File: src/logic/temp_limit_pkg.sv
// Constants for the temperature limit compare block: register map, field
// positions, reset values and port function decode.
// Assumes a serial front end that turns host frames into word accesses.
package temp_limit_pkg;
   localparam int TEMP_W = 12;
   localparam int DATA_W = 16;
   localparam int ADDR_W = 8;
   localparam int NUM_SENSORS = 3;
   localparam int NUM_LIMITS = 6;
   localparam int NUM_PORTS = 11;
   localparam int MODE_W = 4;
   localparam int INDEX_W = 3;
   localparam int FLAG_W = 3;
   // Flag field bit positions
   localparam int FLAG_HIGH_BIT = 2;
   localparam int FLAG_LOW_BIT = 1;
   // Register indices, one 16-bit word each
   localparam logic [7:0] ADDR_MON_SEL = 8'h00;
   localparam logic [7:0] ADDR_FLAGS_BASE = 8'h01;
   localparam logic [7:0] ADDR_LIMIT_BASE = 8'h04;
   localparam logic [7:0] ADDR_FUNC_BASE = 8'h10;
   // Limit order: even index high, odd index low; sensor s uses 2s and 2s+1
   localparam logic [11:0] HIGH_LIMIT_RESET = 12'h7FF;
   localparam logic [11:0] LOW_LIMIT_RESET = 12'h800;
   localparam logic [11:0] FUNC_RESET = 12'h000;
   localparam logic [2:0] MON_SEL_RESET = 3'h0;
   // Partner-port field of the function word
   localparam int PARTNER_MSB = 4;
   localparam logic [4:0] PARTNER_FIRST = 5'h02;
   localparam logic [4:0] PARTNER_LAST = 5'h06;
   // Function modes that use the partner port
   localparam logic [3:0] MODE_PAIR_A = 4'h4;
   localparam logic [3:0] MODE_PAIR_B = 4'h8;
   localparam logic [3:0] MODE_PAIR_C = 4'hB;
endpackage : temp_limit_pkg

File: src/logic/temp_limit_compare.sv
// Limit checking of three temperature results against six signed limits,
// plus the partner-port field of the per-port function words.
// Assumes register accesses and measurement results arrive on clk_sys.
`timescale 1ns/10ps

// Behaviour
// - Internal result above internal high limit sets internal flag bit 2.
// - Internal result below internal low limit sets internal flag bit 1.
// - First remote result above its high limit sets its flag bit 2.
// - First remote result below its low limit sets its flag bit 1.
// - Second remote result above its high limit sets its flag bit 2.
// - Second remote result below its low limit sets its flag bit 1.
// - Limits are 12-bit two's complement in bits 11:0, 0.125 C per step.
// - Function word bits 4:0 pick a partner, used only in modes 4, 8, 11.
// - Partner field holds the port address, ports 0 to 4 as 0x02 to 0x06.
// - Each monitor has its own enable bit; disabled means no checks.
module temp_limit_compare #(
   parameter int NUM_PORTS = temp_limit_pkg::NUM_PORTS
) (
   // Clock and reset
   input wire logic clk_sys,
   input wire logic resetn,
   // Register access from the serial front end
   input wire logic [temp_limit_pkg::ADDR_W-1:0] reg_addr,
   input wire logic [temp_limit_pkg::DATA_W-1:0] reg_wdata,
   input wire logic reg_wr,
   input wire logic reg_rd,
   output logic [temp_limit_pkg::DATA_W-1:0] reg_rdata,
   output logic reg_rvalid,
   // Measurement results, one done pulse per sensor
   input wire logic [temp_limit_pkg::NUM_SENSORS-1:0] meas_done,
   input wire logic [temp_limit_pkg::TEMP_W-1:0] temp_internal,
   input wire logic [temp_limit_pkg::TEMP_W-1:0] temp_remote1,
   input wire logic [temp_limit_pkg::TEMP_W-1:0] temp_remote2,
   // Port function modes from the mode fields
   input wire logic [NUM_PORTS*temp_limit_pkg::MODE_W-1:0] port_mode,
   // Monitor state
   output logic [temp_limit_pkg::NUM_SENSORS-1:0] monitor_enable_select,
   output logic [temp_limit_pkg::FLAG_W-1:0] internal_temp_flags,
   output logic [temp_limit_pkg::FLAG_W-1:0] remote1_temp_flags,
   output logic [temp_limit_pkg::FLAG_W-1:0] remote2_temp_flags,
   // Partner-port decode
   output logic [NUM_PORTS-1:0] partner_valid,
   output logic [NUM_PORTS*temp_limit_pkg::INDEX_W-1:0] partner_index
);

   if (NUM_PORTS < 1 || NUM_PORTS > 16) begin : g_bad_ports
      $error("NUM_PORTS must lie between 1 and 16");
   end

   localparam int NS = temp_limit_pkg::NUM_SENSORS;
   localparam int TW = temp_limit_pkg::TEMP_W;
   localparam int DW = temp_limit_pkg::DATA_W;
   localparam int FW = temp_limit_pkg::FLAG_W;
   localparam int IW = temp_limit_pkg::INDEX_W;
   localparam int MW = temp_limit_pkg::MODE_W;

   function automatic logic addr_is(input logic [7:0] addr, input logic [7:0] base,
                                    input int offs);
      addr_is = (addr == base + 8'(offs));
   endfunction : addr_is

   function automatic logic partner_mode(input logic [3:0] mode);
      partner_mode = (mode == temp_limit_pkg::MODE_PAIR_A) ||
                     (mode == temp_limit_pkg::MODE_PAIR_B) ||
                     (mode == temp_limit_pkg::MODE_PAIR_C);
   endfunction : partner_mode

   // Reset release through two flops
   logic rst_meta;
   logic rst_sync;
   always_ff @(posedge clk_sys or negedge resetn) begin
      if (!resetn) begin
         rst_meta <= 1'b0;
         rst_sync <= 1'b0;
      end else begin
         rst_meta <= 1'b1;
         rst_sync <= rst_meta;
      end
   end

   logic [NS-1:0] mon_sel;
   logic [NS-1:0] next_mon_sel;
   logic [TW-1:0] limit [temp_limit_pkg::NUM_LIMITS];
   logic [TW-1:0] next_limit [temp_limit_pkg::NUM_LIMITS];
   logic [TW-1:0] func_word [NUM_PORTS];
   logic [TW-1:0] next_func_word [NUM_PORTS];
   logic [FW-1:0] flags [NS];
   logic [FW-1:0] next_flags [NS];
   logic [DW-1:0] next_rdata;
   logic next_rvalid;
   logic [NUM_PORTS-1:0] next_partner_valid;
   logic [NUM_PORTS*IW-1:0] next_partner_index;
   logic [TW-1:0] temp_in [NS];

   assign temp_in[0] = temp_internal;
   assign temp_in[1] = temp_remote1;
   assign temp_in[2] = temp_remote2;

   always_comb begin
      logic [DW-1:0] rd_word;
      logic [4:0] field;
      rd_word = '0;
      field = '0;
      next_mon_sel = mon_sel;
      next_limit = limit;
      next_func_word = func_word;
      next_flags = flags;
      next_partner_valid = '0;
      next_partner_index = '0;
      next_rvalid = reg_rd;
      next_rdata = reg_rdata;
      // Read mux; unmapped indices read zero
      if (addr_is(reg_addr, temp_limit_pkg::ADDR_MON_SEL, 0)) begin
         rd_word = {13'h0000, mon_sel};
      end
      for (int s = 0; s < NS; s++) begin
         if (addr_is(reg_addr, temp_limit_pkg::ADDR_FLAGS_BASE, s)) begin
            rd_word = {13'h0000, flags[s]};
         end
      end
      for (int l = 0; l < temp_limit_pkg::NUM_LIMITS; l++) begin
         if (addr_is(reg_addr, temp_limit_pkg::ADDR_LIMIT_BASE, l)) begin
            rd_word = {4'h0, limit[l]};
         end
      end
      for (int p = 0; p < NUM_PORTS; p++) begin
         if (addr_is(reg_addr, temp_limit_pkg::ADDR_FUNC_BASE, p)) begin
            rd_word = {4'h0, func_word[p]};
         end
      end
      if (reg_rd) begin
         next_rdata = rd_word;
      end
      // Writes; bits above the 12-bit fields are dropped
      if (reg_wr) begin
         if (addr_is(reg_addr, temp_limit_pkg::ADDR_MON_SEL, 0)) begin
            next_mon_sel = reg_wdata[NS-1:0];
         end
         for (int l = 0; l < temp_limit_pkg::NUM_LIMITS; l++) begin
            if (addr_is(reg_addr, temp_limit_pkg::ADDR_LIMIT_BASE, l)) begin
               next_limit[l] = reg_wdata[TW-1:0];
            end
         end
         for (int p = 0; p < NUM_PORTS; p++) begin
            if (addr_is(reg_addr, temp_limit_pkg::ADDR_FUNC_BASE, p)) begin
               next_func_word[p] = reg_wdata[TW-1:0];
            end
         end
      end
      // Flags are sticky until read; a crossing in the read cycle still sets
      for (int s = 0; s < NS; s++) begin
         if (reg_rd && addr_is(reg_addr, temp_limit_pkg::ADDR_FLAGS_BASE, s)) begin
            next_flags[s] = '0;
         end
         if (meas_done[s] && mon_sel[s]) begin
            if ($signed(temp_in[s]) > $signed(limit[2*s])) begin
               next_flags[s][temp_limit_pkg::FLAG_HIGH_BIT] = 1'b1;
            end
            if ($signed(temp_in[s]) < $signed(limit[2*s+1])) begin
               next_flags[s][temp_limit_pkg::FLAG_LOW_BIT] = 1'b1;
            end
         end
      end
      // Out-of-range partner addresses are treated as no partner
      for (int p = 0; p < NUM_PORTS; p++) begin
         field = func_word[p][temp_limit_pkg::PARTNER_MSB:0];
         if (partner_mode(port_mode[p*MW +: MW]) &&
             field >= temp_limit_pkg::PARTNER_FIRST &&
             field <= temp_limit_pkg::PARTNER_LAST) begin
            next_partner_valid[p] = 1'b1;
            next_partner_index[p*IW +: IW] =
               IW'(field - temp_limit_pkg::PARTNER_FIRST);
         end
      end
   end

   always_ff @(posedge clk_sys or negedge rst_sync) begin
      if (!rst_sync) begin
         mon_sel <= temp_limit_pkg::MON_SEL_RESET;
         for (int l = 0; l < temp_limit_pkg::NUM_LIMITS; l++) begin
            limit[l] <= (l % 2 == 0) ? temp_limit_pkg::HIGH_LIMIT_RESET :
                        temp_limit_pkg::LOW_LIMIT_RESET;
         end
         for (int p = 0; p < NUM_PORTS; p++) begin
            func_word[p] <= temp_limit_pkg::FUNC_RESET;
         end
         for (int s = 0; s < NS; s++) begin
            flags[s] <= '0;
         end
         reg_rdata <= '0;
         reg_rvalid <= 1'b0;
         partner_valid <= '0;
         partner_index <= '0;
      end else begin
         mon_sel <= next_mon_sel;
         limit <= next_limit;
         func_word <= next_func_word;
         flags <= next_flags;
         reg_rdata <= next_rdata;
         reg_rvalid <= next_rvalid;
         partner_valid <= next_partner_valid;
         partner_index <= next_partner_index;
      end
   end

   assign monitor_enable_select = mon_sel;
   assign internal_temp_flags = flags[0];
   assign remote1_temp_flags = flags[1];
   assign remote2_temp_flags = flags[2];
endmodule : temp_limit_compare

File: config.mk
export PLATFORM = sky130hd
export DESIGN_NAME = temp_limit_compare
export DESIGN_NICKNAME = d
export VERILOG_FILES = /design/src/logic/temp_limit_pkg.sv /design/src/logic/temp_limit_compare.sv
export SDC_FILE = /design/constraint.sdc
export NUM_CORES = 1
export LEC_CHECK = 0
export BUFFER_PORTS_ARGS = -buffer_cell sky130_fd_sc_hd__buf_2
export CORE_MARGIN = 10
export CORE_UTILIZATION = 45
export CTS_CLUSTER_DIAMETER = 120
export DETAILED_ROUTE_END_ITERATION = 6
export MAX_ROUTING_LAYER = met4
export PLACE_DENSITY = 0.61
export REMOVE_ABC_BUFFERS = 1
export SLEW_MARGIN = 20
export SYNTH_ARGS = -nofsm -noshare
export SYNTH_HDL_FRONTEND = slang
export SYNTH_SLANG_ARGS = --single-unit
File: constraint.sdc
create_clock -name clk_sys -period 10.81 [get_ports clk_sys]
set_input_delay 2.162 -clock clk_sys [delete_from_list [all_inputs] [get_ports clk_sys]]
set_output_delay 2.162 -clock clk_sys [all_outputs]
set_load 0.01 [all_outputs]
==> flow_summary.ini <==
[clock_network]
cts_buffer_depth = 3
post-cts-setup-buffer-count = 0
numClockSinks = 272
clk_latency_ns = 0.55
cts_root_buf = clkbuf_16
tritoncts = yes
clk_pin_slew_ns = 0.06
htreeDepth = 1
cts_buffers = 31
holdBufCountCts = 0
post_cts_resized = 0

[global_routing]
grt_max_degree = 156
grt_first_pass_wirelength_mm = 68.9
antenna_found_initial = 1
grt_pass1_vias = 11600
gr-total-overflow = 0
grt.total_usage = 0.219

[worst_setup_path]
crit_required_ns = 11.24
cp-startpoint = reg_addr[1]
crit_path_max_incr_delay_ns = 0.65
start_kind = input pin
ff2ff_path_depth = 5
slowest_stage = nand3_1
r2r-start = limit[71]$_DFFE_PN0P_
cp_max_fo = 40
crit_type = in -> reg
endpoint = func_word[87]$_DFFE_PN0P_
timing.rr.end = reg_rdata[11]$_DFFE_PN0P_
crit_chain = buf_2 > buf_4 > inv_2 > nor2_1 > nand3_1 > mux2_2
rrSetupSlack_ns = 8.69
arrival_ns = 5.37
end_kind = flip-flop

[timing]
fmax_mhz = 202
setup_viol = 0
hold_viol_final = 0
fin_skew_ns = 0.00889
tns_ns = 0
finalCritPeriodShare = 0.457
worstMarginPinSlew_ns = 1.03
rsz0062_at_grt = no
finalMaxSlewViolations = 0
fin_crit_ns = 4.94
max_slew_margin = 0.311

[route]
drt-initial-drc-count = 833
antenna_left = 0
drc_errors = 0
wirelength_mm = 44.5
dr.pass1.iters = 4
via_per_inst = 5.75
dr_total_vias = 11300
avgRoutedWirePerCell_um = 22.7

[synthesis]
syn_area_sq_um = 15000
synth_seq_area_share = 0.458
synthArstFlopShare = 1.00
synthFlopType = dfrtp_1
yosysWarningCount = 0
synth.avg_cell_area_sq_um = 11.1
yosys_register_bits = 272
synth_edf_count = 0
synthTopCellsByArea = dfrtp_1 39%, mux2_2 16%, ha_1 7.6%
synth_area_leader_cell = dfrtp_1
synth_top_area_share = 0.395
yosysMostFrequentCell = dfrtp_1
syn_inst = 1353
ys_types = 73
synth_common_cells = 236 x dfrtp_1, 212 x mux2_2, 118 x inv_1, 91 x ha_1, 79 x nor2_1

[worst_hold_path]
hold_class = reg -> reg
min_from = rst_meta$_DFF_PN0_

[power]
power.leakage_nw = 8.21
p_int_w = 0.00190
power.share.sequential = 0.442
ir_worst_vdd_uv = 110
p_sw_w = 0.000638
power_density_nw_per_um2 = 148
power_frac_clock = 0.443
p_comb_frac = 0.116
switching_share = 0.252

[status]
outcome = completed

[floorplan]
die-area_sq_um = 41000
fp-row-count = 66
dieHeight_um = 202
die_w_um = 202
io_pins = 184
start_util = 0.458
core-area_sq_um = 32700

[placed_design]
io_buffers = 172
dpl.hpwl_mm = 31.8
finalWeightedCongestion = 0.906
dp.cells = 1907

[finish]
area_delta_synth_final_pct = 14.8
fin_cells = 1965
nFillCells = 2939
drive_gt1_frac = 0.336
finalNetCount = 1700

[job]
cap_violations = 0
-- power by group through the flow --
stage	registers, W	logic [W]	clock network, W
6_report	0.00112	0.000293	0.00112
5_1_grt	0.00113	0.000327	0.00118
4_1_cts	0.00112	0.000294	0.00114
3_5_place_dp	0.00114	0.000292	0
3_3_place_gp	0.00114	0.000286	0
2_1_floorplan	0.00114	0.000149	0
-- sequential cells by signal (all words and copies together) (netlist names) --
| register | cells |
|---|---|
| monitor_enable_select | 3 |
| partner_index | 33 |
| rst_sync | 1 |
| internal_temp_flags | 2 |
| remote1_temp_flags | 2 |
| remote2_temp_flags | 2 |
| limit | 72 |
| func_word | 132 |
| reg_rvalid | 1 |
| partner_valid | 11 |
| reg_rdata | 12 |
| rst_meta | 1 |
-- layer usage --
metal,GRT usage,wire (um),vias to the layer above
met5,-,0,-
met3,0.0400,2780,74
met4,0.0589,1060,0
li1,-,-,5173
met2,0.352,21400,358
met1,0.279,19300,5692
-- critical path, delay by kind of cell --
kind,cells,cell delay (ns)
buffers and inverters,3,1.49
and+or+nand+nor,2,1.16
muxes,1,0.50
-- worst min-delay path by stage --
stage                         endpoint  slack [ns]  cells past startpoint
detailed placement  rst_sync$_DFF_PN0_        0.34                      0
global placement    rst_sync$_DFF_PN0_        0.33                      0
global route        rst_sync$_DFF_PN0_        0.36                      0
finish              rst_sync$_DFF_PN0_        0.35                      0
floorplan           rst_sync$_DFF_PN0_        0.33                      0
CTS                 rst_sync$_DFF_PN0_        0.35                      0
-- kinds of logic after synthesis --
logic type	after synthesis	synth area share
DFF	272	0.458
buffers and inverters	193	0.0570
muxes	237	0.186
AOI/OAI and AO/OA	260	0.114
and+or+nand+nor	287	0.102
xor gates and xnor gates	11	0.00644
other	2	0.000502
adders and majority gates	91	0.0761
-- cell type report --
cell class | count | area [sq um] | area share
Tap cell | 442 | 553 | 0.0322
Antenna cell | 1 | 2.50 | 0.000146
Inverter | 119 | 447 | 0.0260
Multi-Input combinational cell | 894 | 7290 | 0.424
Clock inverter | 9 | 179 | 0.0104
Timing Repair Buffer | 180 | 933 | 0.0543
Sequential cell | 272 | 6860 | 0.399
Clock buffer | 48 | 920 | 0.0535
-- cell usage in the layout, fill, tap and decap left out, types with 6 or more instances in the layout --
cell type / n
o31ai_1: 18
o21ai_0: 61
a211oi_1: 12
xnor2_1: 11
conb_1: 8
ha_1: 91
mux2i_1: 12
and2_1: 11
dfstp_2: 36
inv_1: 118
o2111ai_1: 6
a21boi_0: 9
nand4b_1: 12
nor2_1: 79
and3_1: 6
nor2b_1: 16
a22oi_1: 6
a21oi_1: 49
clkbuf_16: 31
o211ai_1: 6
nand3_1: 37
buf_4: 7
buf_2: 172
dfrtp_1: 235
clkbuf_8: 8
mux2_2: 212
clkbuf_1: 9
nor3_1: 21
o21a_1: 7
o22ai_1: 28
nand2_1: 56
nand4_1: 8
nand2b_1: 8
a31oi_1: 10
mux4_2: 12
-- through the flow --
stage | utilization | hold slack (ns) | setup slack, ns | instance area [sq um] | total power, W
6_report | 0.525 | 0.351 | 5.87 | 17200 | 0.00254
5_1_grt | 0.525 | 0.364 | 5.71 | 17200 | 0.00264
4_1_cts | 0.525 | 0.351 | 5.91 | 17200 | 0.00256
3_5_place_dp | 0.492 | 0.336 | 5.34 | 16100 | 0.00143
3_3_place_gp | 0.492 | 0.334 | 5.34 | 16100 | 0.00142
2_1_floorplan | - | 0.331 | 2.73 | 14600 | 0.00129
No activity file was read; power rests on OpenSTA's default activity.
